`src/shared/leuctl_defines.svh`:
```
`ifndef LEUCTL_DEFINES_SVH
`define LEUCTL_DEFINES_SVH
// ****************************************
// register offsets
// ****************************************
`define LEUCTL_OFF_IFS 8'h30
`define LEUCTL_OFF_IFC 8'h34
`define LEUCTL_OFF_IEN 8'h38
`define LEUCTL_OFF_PULSE 8'h3c
`define LEUCTL_OFF_FREEZE 8'h40
`define LEUCTL_OFF_SYNCB 8'h44
`define LEUCTL_OFF_ROUTE 8'h54
`define LEUCTL_OFF_IF 8'h2c
// ****************************************
// field layout and reset values
// ****************************************
`define LEUCTL_FLAG_W 11
`define LEUCTL_FLAG_SW_MASK 11'h7f9
`define LEUCTL_BUSY_W 8
`define LEUCTL_PULSE_FILT_BIT 5
`define LEUCTL_PULSE_EN_BIT 4
`define LEUCTL_LOC_MAX 3'h4
`define LEUCTL_RESET_ZERO 32'h0
// ****************************************
// timing
// ****************************************
`define LEUCTL_CLK_SYS_HZ 20000000
`define LEUCTL_LF_CLK_HZ 32768
`define LEUCTL_LF_DIV (`LEUCTL_CLK_SYS_HZ / `LEUCTL_LF_CLK_HZ)
`define LEUCTL_SYNC_CYCLES 4'h3
`endif

```
`src/shared/leuctl_pkg.sv`:
```
package leuctl_pkg;
  typedef struct packed {
    logic pulse_filter_enable;
    logic pulse_path_enable;
    logic [3:0] pulse_width;
  } leuctl_pulse_t;
  typedef struct packed {
    logic [2:0] location;
    logic tx_pin_enable;
    logic rx_pin_enable;
  } leuctl_route_t;
  typedef enum logic [1:0] {
    LEUCTL_GEN_IDLE = 2'b00,
    LEUCTL_GEN_HIGH = 2'b01,
    LEUCTL_GEN_WAIT = 2'b10
  } leuctl_gen_t;
endpackage : leuctl_pkg

```
`src/rtl/leuctl_regs.sv`:
```
`timescale 1ns/1ns
`include "leuctl_defines.svh"
// Contract
// - flag-set writes of one raise flags, except bits one and two
// - flag-clear writes of one clear flags, except bits one and two
// - eleven enable bits, reset to zero
// - unfiltered extender catches two-cycle pulses
// - filter on needs two-cycle pulses
// - pulse enable routes through generator/extender
// - four-bit width in low-frequency cycles
// - pulse control busy bit seven while syncing
// - busy bits six to zero per register
// - freeze holds updates, release applies together
// - route location, tx and rx enables
module leuctl_regs
  import leuctl_pkg::*;
(
  input wire logic i_clk_sys,
  input wire logic i_reset,
  input wire logic [7:0] i_addr,
  input wire logic [31:0] i_wdata,
  input wire logic i_wr,
  input wire logic i_rd,
  output logic [31:0] o_rdata,
  input wire logic [10:0] i_hw_event,
  input wire logic [6:0] i_async_write,
  input wire logic i_tx_serial,
  input wire logic i_rx_pin,
  output logic o_rx_serial,
  output logic o_tx_pin,
  output logic o_tx_pin_oe,
  output logic [2:0] o_location,
  output logic o_rx_pin_enable,
  output logic o_irq
);
  // ****************************************
  // bus decode
  // ****************************************
  wire wr_ifs = i_wr && i_addr == `LEUCTL_OFF_IFS;
  wire wr_ifc = i_wr && i_addr == `LEUCTL_OFF_IFC;
  wire wr_ien = i_wr && i_addr == `LEUCTL_OFF_IEN;
  wire wr_pulse = i_wr && i_addr == `LEUCTL_OFF_PULSE;
  wire wr_freeze = i_wr && i_addr == `LEUCTL_OFF_FREEZE;
  wire wr_route = i_wr && i_addr == `LEUCTL_OFF_ROUTE;
  logic [10:0] flag_reg, flag_next, ien_reg;
  leuctl_pulse_t pulse_reg, pulse_lf_reg;
  leuctl_route_t route_reg;
  logic freeze_reg;
  logic [7:0] busy_reg, busy_next;
  logic [1:0] sync_cnt_reg;
  // ****************************************
  // interrupt flags
  // ****************************************
  // set wins over clear so no event is lost in a clear cycle
  wire [10:0] sw_set = wr_ifs ? i_wdata[10:0] & `LEUCTL_FLAG_SW_MASK : 11'h000;
  wire [10:0] sw_clr = wr_ifc ? i_wdata[10:0] & `LEUCTL_FLAG_SW_MASK : 11'h000;
  assign flag_next = (flag_reg & ~sw_clr) | sw_set | i_hw_event;
  wire irq_next = |(flag_next & ien_reg) && !wr_ien || wr_ien && |(flag_next & i_wdata[10:0]);
  always_ff @(posedge i_clk_sys)
  begin
    if (i_reset)
    begin
      flag_reg <= 11'h000;
      ien_reg <= 11'h000;
      o_irq <= 1'b0;
    end
    else
    begin
      flag_reg <= flag_next;
      if (wr_ien)
        ien_reg <= i_wdata[10:0];
      o_irq <= irq_next;
    end
  end
  // ****************************************
  // control registers and sync busy
  // ****************************************
  // busy stays set while frozen; all pending values commit on release
  wire sync_tick = !freeze_reg && sync_cnt_reg == 2'(`LEUCTL_SYNC_CYCLES - 4'h1);
  // a write landing on the commit tick stays pending for the next round
  assign busy_next = (sync_tick ? 8'h00 : busy_reg) | {wr_pulse, i_async_write};
  always_ff @(posedge i_clk_sys)
  begin
    if (i_reset)
    begin
      pulse_reg <= '0;
      pulse_lf_reg <= '0;
      route_reg <= '0;
      freeze_reg <= 1'b0;
      busy_reg <= 8'h00;
      sync_cnt_reg <= 2'h0;
    end
    else
    begin
      if (wr_pulse)
        pulse_reg <= leuctl_pulse_t'(i_wdata[5:0]);
      if (wr_freeze)
        freeze_reg <= i_wdata[0];
      if (wr_route)
        route_reg <= leuctl_route_t'({i_wdata[10:8], i_wdata[1:0]});
      busy_reg <= busy_next;
      if (freeze_reg || busy_reg == 8'h00)
        sync_cnt_reg <= 2'h0;
      else
        sync_cnt_reg <= sync_cnt_reg + 2'h1;
      if (sync_tick && busy_reg[7])
        pulse_lf_reg <= pulse_reg;
    end
  end
  // ****************************************
  // read mux
  // ****************************************
  wire [31:0] rd_mux =
    i_addr == `LEUCTL_OFF_IF ? {21'h0, flag_reg} :
    i_addr == `LEUCTL_OFF_IEN ? {21'h0, ien_reg} :
    i_addr == `LEUCTL_OFF_PULSE ? {26'h0, pulse_reg} :
    i_addr == `LEUCTL_OFF_FREEZE ? {31'h0, freeze_reg} :
    i_addr == `LEUCTL_OFF_SYNCB ? {24'h0, busy_reg} :
    i_addr == `LEUCTL_OFF_ROUTE ? {21'h0, route_reg.location, 6'h00,
                                    route_reg.tx_pin_enable, route_reg.rx_pin_enable} :
    `LEUCTL_RESET_ZERO;
  always_ff @(posedge i_clk_sys)
  begin
    if (i_reset)
      o_rdata <= `LEUCTL_RESET_ZERO;
    else
      o_rdata <= i_rd ? rd_mux : `LEUCTL_RESET_ZERO;
  end
  // ****************************************
  // low-frequency tick and pulse generator
  // ****************************************
  // the low-frequency clock is emulated by a divider tick to stay single-domain
  logic [9:0] lf_div_reg;
  logic [3:0] gen_cnt_reg;
  leuctl_gen_t gen_state_reg;
  logic tx_d_reg, gen_out_reg;
  wire lf_tick = lf_div_reg == 10'(`LEUCTL_LF_DIV - 1);
  wire tx_fall = tx_d_reg && !i_tx_serial;
  always_ff @(posedge i_clk_sys)
  begin
    if (i_reset)
    begin
      lf_div_reg <= 10'h000;
      gen_state_reg <= LEUCTL_GEN_IDLE;
      gen_cnt_reg <= 4'h0;
      tx_d_reg <= 1'b1;
      gen_out_reg <= 1'b0;
    end
    else
    begin
      lf_div_reg <= lf_tick ? 10'h000 : lf_div_reg + 10'h001;
      tx_d_reg <= i_tx_serial;
      unique case (gen_state_reg)
        LEUCTL_GEN_IDLE:
          if (tx_fall)
            gen_state_reg <= LEUCTL_GEN_WAIT;
        LEUCTL_GEN_WAIT:
          if (lf_tick)
          begin
            gen_state_reg <= LEUCTL_GEN_HIGH;
            gen_out_reg <= 1'b1;
            gen_cnt_reg <= pulse_lf_reg.pulse_width;
          end
        LEUCTL_GEN_HIGH:
          if (lf_tick)
          begin
            if (gen_cnt_reg == 4'h0)
            begin
              gen_out_reg <= 1'b0;
              gen_state_reg <= LEUCTL_GEN_IDLE;
            end
            else
              gen_cnt_reg <= gen_cnt_reg - 4'h1;
          end
        default:
          gen_state_reg <= LEUCTL_GEN_IDLE;
      endcase
    end
  end
  // ****************************************
  // pulse extender and pin routing
  // ****************************************
  logic rx_s1_reg, rx_s2_reg, rx_s3_reg, ext_reg;
  // filter requires two consecutive high samples, costing one cycle of detection
  wire pulse_seen = pulse_lf_reg.pulse_filter_enable ? rx_s2_reg && rx_s3_reg : rx_s2_reg;
  always_ff @(posedge i_clk_sys)
  begin
    if (i_reset)
    begin
      rx_s1_reg <= 1'b0;
      rx_s2_reg <= 1'b0;
      rx_s3_reg <= 1'b0;
      ext_reg <= 1'b0;
      o_rx_serial <= 1'b1;
      o_tx_pin <= 1'b1;
      o_tx_pin_oe <= 1'b0;
      o_location <= 3'h0;
      o_rx_pin_enable <= 1'b0;
    end
    else
    begin
      rx_s1_reg <= i_rx_pin;
      rx_s2_reg <= rx_s1_reg;
      rx_s3_reg <= rx_s2_reg;
      if (pulse_seen)
        ext_reg <= 1'b1;
      else if (lf_tick)
        ext_reg <= 1'b0;
      o_rx_serial <= !route_reg.rx_pin_enable ? 1'b1 :
                     pulse_lf_reg.pulse_path_enable ? !ext_reg : rx_s2_reg;
      o_tx_pin <= pulse_lf_reg.pulse_path_enable ? gen_out_reg : i_tx_serial;
      o_tx_pin_oe <= route_reg.tx_pin_enable;
      o_location <= route_reg.location;
      o_rx_pin_enable <= route_reg.rx_pin_enable;
    end
  end
  // ****************************************
  // checks
  // ****************************************
  irq_follows_a: assert property (@(posedge i_clk_sys) disable iff (i_reset)
    ##1 o_irq == |($past(flag_next) & ien_reg))
    else $error("irq mismatch");
  flag_set_a: assert property (@(posedge i_clk_sys) disable iff (i_reset)
    wr_ifs && i_wdata[0] |=> flag_reg[0])
    else $error("set lost");
  flag_clr_a: assert property (@(posedge i_clk_sys) disable iff (i_reset)
    wr_ifc && i_wdata[0] && !i_hw_event[0] && !wr_ifs |=> !flag_reg[0])
    else $error("clear lost");
  ien_write_a: assert property (@(posedge i_clk_sys) disable iff (i_reset)
    wr_ien |=> ien_reg == $past(i_wdata[10:0]))
    else $error("enable write");
  busy_pulse_a: assert property (@(posedge i_clk_sys) disable iff (i_reset)
    wr_pulse |=> busy_reg[7])
    else $error("busy not set");
  busy_other_a: assert property (@(posedge i_clk_sys) disable iff (i_reset)
    i_async_write[0] |=> busy_reg[0])
    else $error("busy bit");
  freeze_hold_a: assert property (@(posedge i_clk_sys) disable iff (i_reset)
    freeze_reg |=> $stable(pulse_lf_reg))
    else $error("frozen update");
  route_oe_a: assert property (@(posedge i_clk_sys) disable iff (i_reset)
    wr_route |=> ##1 o_tx_pin_oe == $past(i_wdata[1], 2))
    else $error("route oe");
  bypass_tx_a: assert property (@(posedge i_clk_sys) disable iff (i_reset)
    !pulse_lf_reg.pulse_path_enable |=> o_tx_pin == $past(i_tx_serial))
    else $error("bypass tx");
  rdata_idle_a: assert property (@(posedge i_clk_sys) disable iff (i_reset)
    !i_rd |=> o_rdata == 32'h0000_0000)
    else $error("read data not idle");
  rd_busy_a: assert property (@(posedge i_clk_sys) disable iff (i_reset)
    i_rd && i_addr == `LEUCTL_OFF_SYNCB |=> o_rdata == {24'h00_0000, $past(busy_reg)})
    else $error("busy read");
  flag_rsvd_a: assert property (@(posedge i_clk_sys) disable iff (i_reset)
    wr_ifs && !i_hw_event[1] && !flag_reg[1] |=> !flag_reg[1])
    else $error("reserved set bit");
  set_wins_a: assert property (@(posedge i_clk_sys) disable iff (i_reset)
    wr_ifc && i_hw_event[0] |=> flag_reg[0])
    else $error("event lost on clear");
  flag_keep_a: assert property (@(posedge i_clk_sys) disable iff (i_reset)
    !wr_ifc && !wr_ifs && i_hw_event == 11'h000 |=> $stable(flag_reg))
    else $error("flags moved");
  ien_keep_a: assert property (@(posedge i_clk_sys) disable iff (i_reset)
    !wr_ien |=> $stable(ien_reg))
    else $error("enable moved");
  pulse_keep_a: assert property (@(posedge i_clk_sys) disable iff (i_reset)
    !wr_pulse |=> $stable(pulse_reg))
    else $error("pulse control moved");
  route_keep_a: assert property (@(posedge i_clk_sys) disable iff (i_reset)
    !wr_route |=> $stable(route_reg))
    else $error("route moved");
  freeze_wr_a: assert property (@(posedge i_clk_sys) disable iff (i_reset)
    wr_freeze |=> freeze_reg == $past(i_wdata[0]))
    else $error("freeze write");
  freeze_busy_a: assert property (@(posedge i_clk_sys) disable iff (i_reset)
    freeze_reg && busy_reg[7] |=> busy_reg[7])
    else $error("busy cleared while frozen");
  commit_a: assert property (@(posedge i_clk_sys) disable iff (i_reset)
    sync_tick && busy_reg[7] |=> pulse_lf_reg == $past(pulse_reg))
    else $error("pulse commit");
  ext_set_a: assert property (@(posedge i_clk_sys) disable iff (i_reset)
    pulse_seen |=> ext_reg)
    else $error("pulse missed");
  ext_drop_a: assert property (@(posedge i_clk_sys) disable iff (i_reset)
    ext_reg && lf_tick && !pulse_seen |=> !ext_reg)
    else $error("extend stuck");
  filt_block_a: assert property (@(posedge i_clk_sys) disable iff (i_reset)
    pulse_lf_reg.pulse_filter_enable && !rx_s3_reg && !ext_reg |=> !ext_reg)
    else $error("filter passed short pulse");
  gen_width_a: assert property (@(posedge i_clk_sys) disable iff (i_reset)
    gen_state_reg == LEUCTL_GEN_WAIT && lf_tick |=>
      gen_cnt_reg == $past(pulse_lf_reg.pulse_width))
    else $error("pulse width load");
  gen_end_a: assert property (@(posedge i_clk_sys) disable iff (i_reset)
    gen_state_reg == LEUCTL_GEN_HIGH && lf_tick && gen_cnt_reg == 4'h0 |=> !gen_out_reg)
    else $error("pulse end");
  ir_tx_a: assert property (@(posedge i_clk_sys) disable iff (i_reset)
    pulse_lf_reg.pulse_path_enable |=> o_tx_pin == $past(gen_out_reg))
    else $error("generator path");
  ir_rx_a: assert property (@(posedge i_clk_sys) disable iff (i_reset)
    route_reg.rx_pin_enable && pulse_lf_reg.pulse_path_enable |=>
      o_rx_serial == !$past(ext_reg))
    else $error("extender path");
  rx_off_a: assert property (@(posedge i_clk_sys) disable iff (i_reset)
    !route_reg.rx_pin_enable |=> o_rx_serial)
    else $error("rx not idle");
  loc_follow_a: assert property (@(posedge i_clk_sys) disable iff (i_reset)
    wr_route |=> ##1 o_location == $past(i_wdata[10:8], 2))
    else $error("location");
endmodule : leuctl_regs

```
`config.mk`:
```
export PLATFORM = sky130hd
export DESIGN_NAME = leuctl_regs
export DESIGN_NICKNAME = d
export VERILOG_FILES = /design/src/shared/leuctl_pkg.sv /design/src/rtl/leuctl_regs.sv
export VERILOG_INCLUDE_DIRS = /design/src /design/src/shared
export SDC_FILE = /design/constraint.sdc
export NUM_CORES = 1
export LEC_CHECK = 0
export BUFFER_PORTS_ARGS = -buffer_cell sky130_fd_sc_hd__buf_2
export CAP_MARGIN = 20
export CORE_UTILIZATION = 45
export CTS_BUF_LIST = sky130_fd_sc_hd__clkbuf_4
export DETAILED_ROUTE_END_ITERATION = 12
export PLACE_DENSITY = 0.82
export SLEW_MARGIN = 25
export SYNTH_ARGS = -nofsm -noshare
export SYNTH_HDL_FRONTEND = slang
export SYNTH_SLANG_ARGS = --single-unit
```
`constraint.sdc`:
```
create_clock -name i_clk_sys -period 1.7 [get_ports i_clk_sys]
set_input_delay 0.17 -clock i_clk_sys [delete_from_list [all_inputs] [get_ports i_clk_sys]]
set_output_delay 0.17 -clock i_clk_sys [all_outputs]
set_load 0.1 [all_outputs]
```
After elaboration in Yosys (flattened, before gate mapping). Index checks and enable logic that the tools add are counted.

$add $sub $neg: 3. Shifts and indexed selects: 0. Mux-type cells: 27. Reduce and logical (&&, ||, !) cells: 33. Multipliers: 0. Bitwise operators: 9. Divide/modulo/power cells: 0. Order comparisons: 0. Equality and inequality tests: 17.

Operators by type and width (number): $mux W11 (8); $eq A8 B6 Y1 const B (5); $and A11 B11 Y11 (3); $eq A8 B7 Y1 const B (3); $or A11 B11 Y11 (2); $reduce_or A11 Y1 (2); $logic_and A1 B1 Y1 (12); $mux W4 (3); $reduce_and A4 Y1 (3); $not A11 Y11 (1); $add A10 B1 Y10 const B (1); $eq A10 B10 Y1 const B (1); $ne A2 B2 Y1 const B (5); $logic_not A8 Y1 (1); $mux W1 (8); $mux W2 (4); $mux W8 (1); $or A8 B8 Y8 (1); $pmux W4 S2 (1); $reduce_or A2 Y1 (4); $reduce_or A7 Y1 (1); $pmux W2 S3 (1); $eq A2 B2 Y1 const B (2); $logic_not A1 Y1 (4); other kinds (9) (12).

Output and inout bits: 40. Memory bits (read-only): 0. Bits in writable memories: 0. Register bits: 112. Memories: 0. Bits in latches: 0. Word-level logic and storage cells: 120.

Longest topological paths before layout.
Depth in word-level cells: 11. Mapped depth: 8. Mapped depth without buffers: 7.

Worst setup path after synthesis. Ideal clock, no wire load.

Path kind: in2reg. From: input i_addr[4]. To: register o_irq. Setup time: 134 ps. Data required time: 1566 ps. Stages on the path: 8. Path buffers: 2. Arrival time: 1678 ps. Setup slack: -112 ps. Path through: buf_2 -> and4bb_1 -> and3_4 -> buf_6 -> a21boi_1 -> a311o_1 -> a2111oi_2 -> a311oi_1.

Word-level cells in the longest chain between the ends: 11. Elaborated cells on any way between the ends: 20. Classes of those cells: eq/ne (3); mux (2); bitwise (6); reduce/logical (9).

RTL lines: start, declared (line leuctl_regs.sv:20) `input wire logic [7:0] i_addr,`; $eq A8 B6 Y1 (no line); $logic_and A1 B1 Y1 (no line); $mux W11 (line leuctl_regs.sv:56) `` wire [10:0] sw_clr = wr_ifc ? i_wdata[10:0] & `LEUCTL_FLAG_SW_MASK : 11'h000; ``; $not A11 Y11 (line leuctl_regs.sv:57) `assign flag_next = (flag_reg & ~sw_clr) | sw_set | i_hw_event;`; $and A11 B11 Y11 (line leuctl_regs.sv:57); $or A11 B11 Y11 (2 in a row) (line leuctl_regs.sv:57); $and A11 B11 Y11 (line leuctl_regs.sv:58) `wire irq_next = |(flag_next & ien_reg) && !wr_ien || wr_ien && |(flag_next & i_wdata[10:0]);`; $reduce_or A11 Y1 (line leuctl_regs.sv:58); $logic_and A1 B1 Y1 (line leuctl_regs.sv:58); $logic_or A1 B1 Y1 * (line leuctl_regs.sv:58); end signal, assigned (line leuctl_regs.sv:72) `o_irq <= irq_next;`; end, declared (line leuctl_regs.sv:34) `output logic o_irq`.

Every way passes the cells marked *; elsewhere a longest branch is shown, timed or not. A chain may end at the register's enable or synchronous reset.

Worst setup path in the final report.
From: register flag_reg[2]. To: register o_irq.

Word-level cells in the longest chain between the ends: 7. Elaborated cells on any way between the ends: 10. Classes of those cells: bitwise (5); reduce/logical (5).

RTL lines: start, declared (line leuctl_regs.sv:45) `logic [10:0] flag_reg, flag_next, ien_reg;`; start signal, assigned (line leuctl_regs.sv:69) `flag_reg <= flag_next;`; $and A11 B11 Y11 * (line leuctl_regs.sv:57); $or A11 B11 Y11 * (2 in a row) (line leuctl_regs.sv:57); $and A11 B11 Y11 (line leuctl_regs.sv:58); $reduce_or A11 Y1 (line leuctl_regs.sv:58); $logic_and A1 B1 Y1 (line leuctl_regs.sv:58); $logic_or A1 B1 Y1 * (line leuctl_regs.sv:58).

Marked as above.

==> impl_summary.md <==
Worst setup path
The setup check on the worst reg-to-reg path leaves a slack of 0.05 ns. Along the worst path, the maximum fanout reaches 4. The longest individual stage delay on the worst path is ~0.45 ns.

STA classifies the critical path endpoint as a flop. The number of cells on the worst reg-to-reg path is 5. The startpoint class of the critical path is a flop. Among all stages on the critical path, the largest delay is contributed by sky130_fd_sc_hd__a2111o_1. The critical path starts at flag_reg[2]. The worst register-to-register path begins at flag_reg[2].

The endpoint identified for the worst register-to-register timing path is o_irq. The critical path is of the reg -> reg type. Walking the worst path, the cells encountered are o21ai_1 -> nand4_1 -> a2111o_1 -> a2111oi_4 -> a311oi_1.

Data on the critical path arrives at its endpoint at between 1.5 and 2 ns. The critical path data required time is 2.01 ns.

Drt
The routed wire length is 10300 um. The via-per-instance ratio is ~5.4. The number of violations reported at the end of detailed-routing iteration 0 is 221. After detailed routing, the average wire length per cell comes to roughly 15 um. The final route contains 3588 vias.

The number of detailed-routing iterations run before antenna repair is 5. The post-detailed-route count of antenna-violating nets is 0. After detailed routing, the number of remaining DRC violations is 0.

STA
The clock skew is 0.0218 ns. Setup violations remaining at the end of the flow were counted as 0. The worst path meets setup with 0.0528 ns of slack. The max-slew violation total from the final report is 0.

The final count of hold timing violations is 0. Dividing the final minimum period by the clock period gives 96.9%. Derived from the worst setup path, the maximum achievable clock frequency is 607 MHz. Setup repair after global routing could not meet its margin everywhere. Counting I/O delays and the setup requirement, the final critical path takes roughly 1.6 ns.

Min path
The startpoint identified for the worst hold timing path is i_wdata[7]. The end point of the worst hold path is ien_reg[7]. The worst hold path passes through 3 cells.

The path class of the lowest-slack min-delay path is in -> reg.

Cells and area
The repair_antennas step left the layout with diodes totalling 0. The post-route netlist has about a quarter of its cells at a drive strength greater than 1. The post-layout utilization of the core is 56.3%. The combined flip-flop and latch cell area is 0.00182 mm^2. Relative to the synthesized area, the layout overhead comes to 21.4%. At the end of the flow, the number of nets in the layout was 619. The number of fill cells in the layout is 795. The combined area of the multi-input logic cells is between 0.002 and 0.0025 mm^2.

Global route
The via count of the first global-routing pass is 3466. The aggregate global-route resource usage is 22.3%. The initial antenna violation count is 0. The maximum number of pins on one net before global-route repair is 26. The first global-routing pass estimated 16700 um of wire. Summed over all layers, the global routing overflow is 0.

Placement
At the placement stage, the worst setup path has a slack of -0.188 ns. The number of I/O port buffers is between 60 and 70. The routability congestion estimate from global placement is ~0.95. Summed over all nets, the half-perimeter wirelength after detailed placement is between 7000 and 8000 um.

Yosys
The Yosys step of the flow raised 0 warnings. The post-synthesis instance area is 0.00403 mm^2. Synthesis produced a netlist whose cell count is 450. The area fraction in and, or, nand and nor cells after synthesis is 20.7%. The post-synthesis adder-cell area fraction is roughly 1.6%.

After synthesis, the share of cell area in mux cells is just under 8%. The part of the Yosys area used for sequential elements is between 40% and 50%. In this run, synthesis inferred 0 flip-flops with an integrated enable.

After synthesis, the largest family of logic cells by area is simple AND/OR/NAND/NOR gates. The synthesis-stage register bit count is 91. Summing the areas of all compound-gate instances in the mapped netlist gives 15.2% of the synthesized area.

The number of unique standard cell types used by synthesis is 51. The mean area per synthesized cell is 8.95 um^2. Among all flip-flop cells after synthesis, the most frequent one is sky130_fd_sc_hd__dfxtp_1.

The synthesized netlist devotes 1.74% of its cell area to XOR and XNOR gates. The proportion of register bits with asynchronous set or reset after synthesis is 0%.

Job
Max-cap violations in this run came to 0.

Clocking
Counting along the longest clock path gives a buffer depth of 2. The number of sinks handled by clock tree synthesis is 91. The tree is rooted in a sky130_fd_sc_hd__clkbuf_4. The clock input transition at the sequential cells of the worst setup and hold paths is roughly 0.16 ns. The H-tree was split into 3 levels. The clock buffer count from CTS is 9. The CTS tree is built. Post-CTS timing repair inserted 0 buffers for setup. The clock insertion delay at the later pin of the skew report is 0.45 ns.

Floorplan
Measured along the x axis, the die boundary spans 96.6 um. The number of placed I/O pins is about 100. The cell row count is 34.

The die height is around 97 um. The die covers 0.00933 mm^2. The starting density of the core is between 40% and 50%. The floorplan step defined a core boundary enclosing 0.00868 mm^2.

Pwr
The leakage power total is 2.15 nW. The worst-case IR drop observed on VDD is 600 uV. The power density over the cells is 810 mW/mm^2.

Run status
The run finished with clean final reports.
## final cells by class
class	count	share of cell area [%]
multi-input combinational	320	41.0
sequential	91	37.3
timing repair buffer	112	14.8
tap	108	2.76
clock inverter	7	1.43
clock buffer	9	1.38
inverter	16	1.23
## cell families (layout without fill, tap and decap cells)
| family | after synthesis | count (layout) |
|---|---|---|
| compound gates | 87 | 87 |
| other cells | 1 | 21 |
| mux | 31 | 31 |
| buf+inv | 59 | 144 |
| xor+xnor | 8 | 8 |
| flops | 91 | 91 |
| fa+ha+maj | 5 | 5 |
| simple gates | 168 | 168 |
## cells in the mapped netlist (4+ instances only)
| library cell | instances | area share [%] |
|---|---|---|
| sky130_fd_sc_hd__dfxtp_1 | 91 | 45 |
| sky130_fd_sc_hd__nor2_1 | 73 | 6.8 |
| sky130_fd_sc_hd__mux2i_1 | 31 | 7.7 |
| sky130_fd_sc_hd__a21oi_1 | 25 | 3.1 |
| sky130_fd_sc_hd__nand2_1 | 25 | 2.3 |
| sky130_fd_sc_hd__buf_4 | 22 | 4.1 |
| sky130_fd_sc_hd__nor2b_1 | 19 | 3.0 |
| sky130_fd_sc_hd__o21ai_0 | 18 | 2.2 |
| sky130_fd_sc_hd__nand3_1 | 16 | 2.0 |
| sky130_fd_sc_hd__clkbuf_1 | 15 | 1.4 |
| sky130_fd_sc_hd__inv_1 | 15 | 1.4 |
| sky130_fd_sc_hd__a222oi_1 | 9 | 2.2 |
| sky130_fd_sc_hd__a311o_1 | 5 | 1.2 |
| sky130_fd_sc_hd__ha_1 | 5 | 1.6 |
| sky130_fd_sc_hd__nand4_1 | 5 | 0.78 |
| sky130_fd_sc_hd__xnor2_1 | 5 | 1.1 |
| sky130_fd_sc_hd__a221oi_1 | 4 | 0.87 |
| sky130_fd_sc_hd__a22oi_1 | 4 | 0.75 |
| sky130_fd_sc_hd__a31oi_1 | 4 | 0.62 |
| sky130_fd_sc_hd__a41oi_1 | 4 | 0.87 |
| sky130_fd_sc_hd__or2_2 | 4 | 0.62 |
| sky130_fd_sc_hd__or3_1 | 4 | 0.62 |
## layer usage
| metal | share of wire [%] | GRT usage (%) | vias up |
|---|---|---|---|
| met5 | 0 | 0 | - |
| met4 | 2.6 | 10.3 | 0 |
| met3 | 5.1 | 2.75 | 25 |
| met2 | 48 | 37.5 | 140 |
| met1 | 44 | 28.5 | 1682 |
| li1 | - | - | 1741 |
## stage by stage
step           cells  power, mW  hold WS [ns]  instance area, um^2  TNS (ns)
2_1_floorplan    470       2.69         0.250                 4120   -0.0372
3_3_place_gp     632       2.81         0.375                 4570    -0.142
3_5_place_dp     632       2.82         0.384                 4570    -0.228
4_1_cts          663       3.97        0.0127                 4870         0
5_1_grt          663       4.12        0.0177                 4890   -0.0504
6_report         663       3.96        0.0286                 4890         0
## placed cells by master, fill, tap and decap left out, types with 19 or more instances in the layout
cell / instances
sky130_fd_sc_hd__nor2b_1: 19
sky130_fd_sc_hd__nor2_1: 73
sky130_fd_sc_hd__buf_4: 36
sky130_fd_sc_hd__buf_2: 61
sky130_fd_sc_hd__dfxtp_1: 89
sky130_fd_sc_hd__mux2i_1: 31
sky130_fd_sc_hd__a21oi_1: 23
sky130_fd_sc_hd__nand2_1: 24
sky130_fd_sc_hd__conb_1: 21
## worst max-delay path by stage
stage / depth (start not counted) / endpoint
floorplan: 8 / o_irq
global placement: 8 / o_irq
detailed placement: 8 / o_irq
CTS: 7 / gen_cnt_reg[0]
global route: 7 / gen_cnt_reg[0]
finish: 5 / o_irq
## timing repair
item	in CTS	in global routing
gates resized for setup	2	8
pin swaps	0	1
hold endpoints to repair	16	0
hold buffers	15	0
endpoints found under the setup margin	2	5
gates cloned	0	0
## report_power, final
part / internal [mW] / total [mW] / leakage, nW / switching, mW
clock: 0.336 / 1.14 / 0.0714 / 0.808
sequential: 2.19 / 2.23 / 0.742 / 0.0400
combinational: 0.177 / 0.585 / 1.33 / 0.408
## critical path: cells and delay by family, from the launching register on
kind,cells,cell delay (ns)
AOI/OAI and AO/OA,4,1.02
DFF,1,0.36
and+or+nand+nor,1,0.14
No activity file was read; power rests on OpenSTA's default activity.
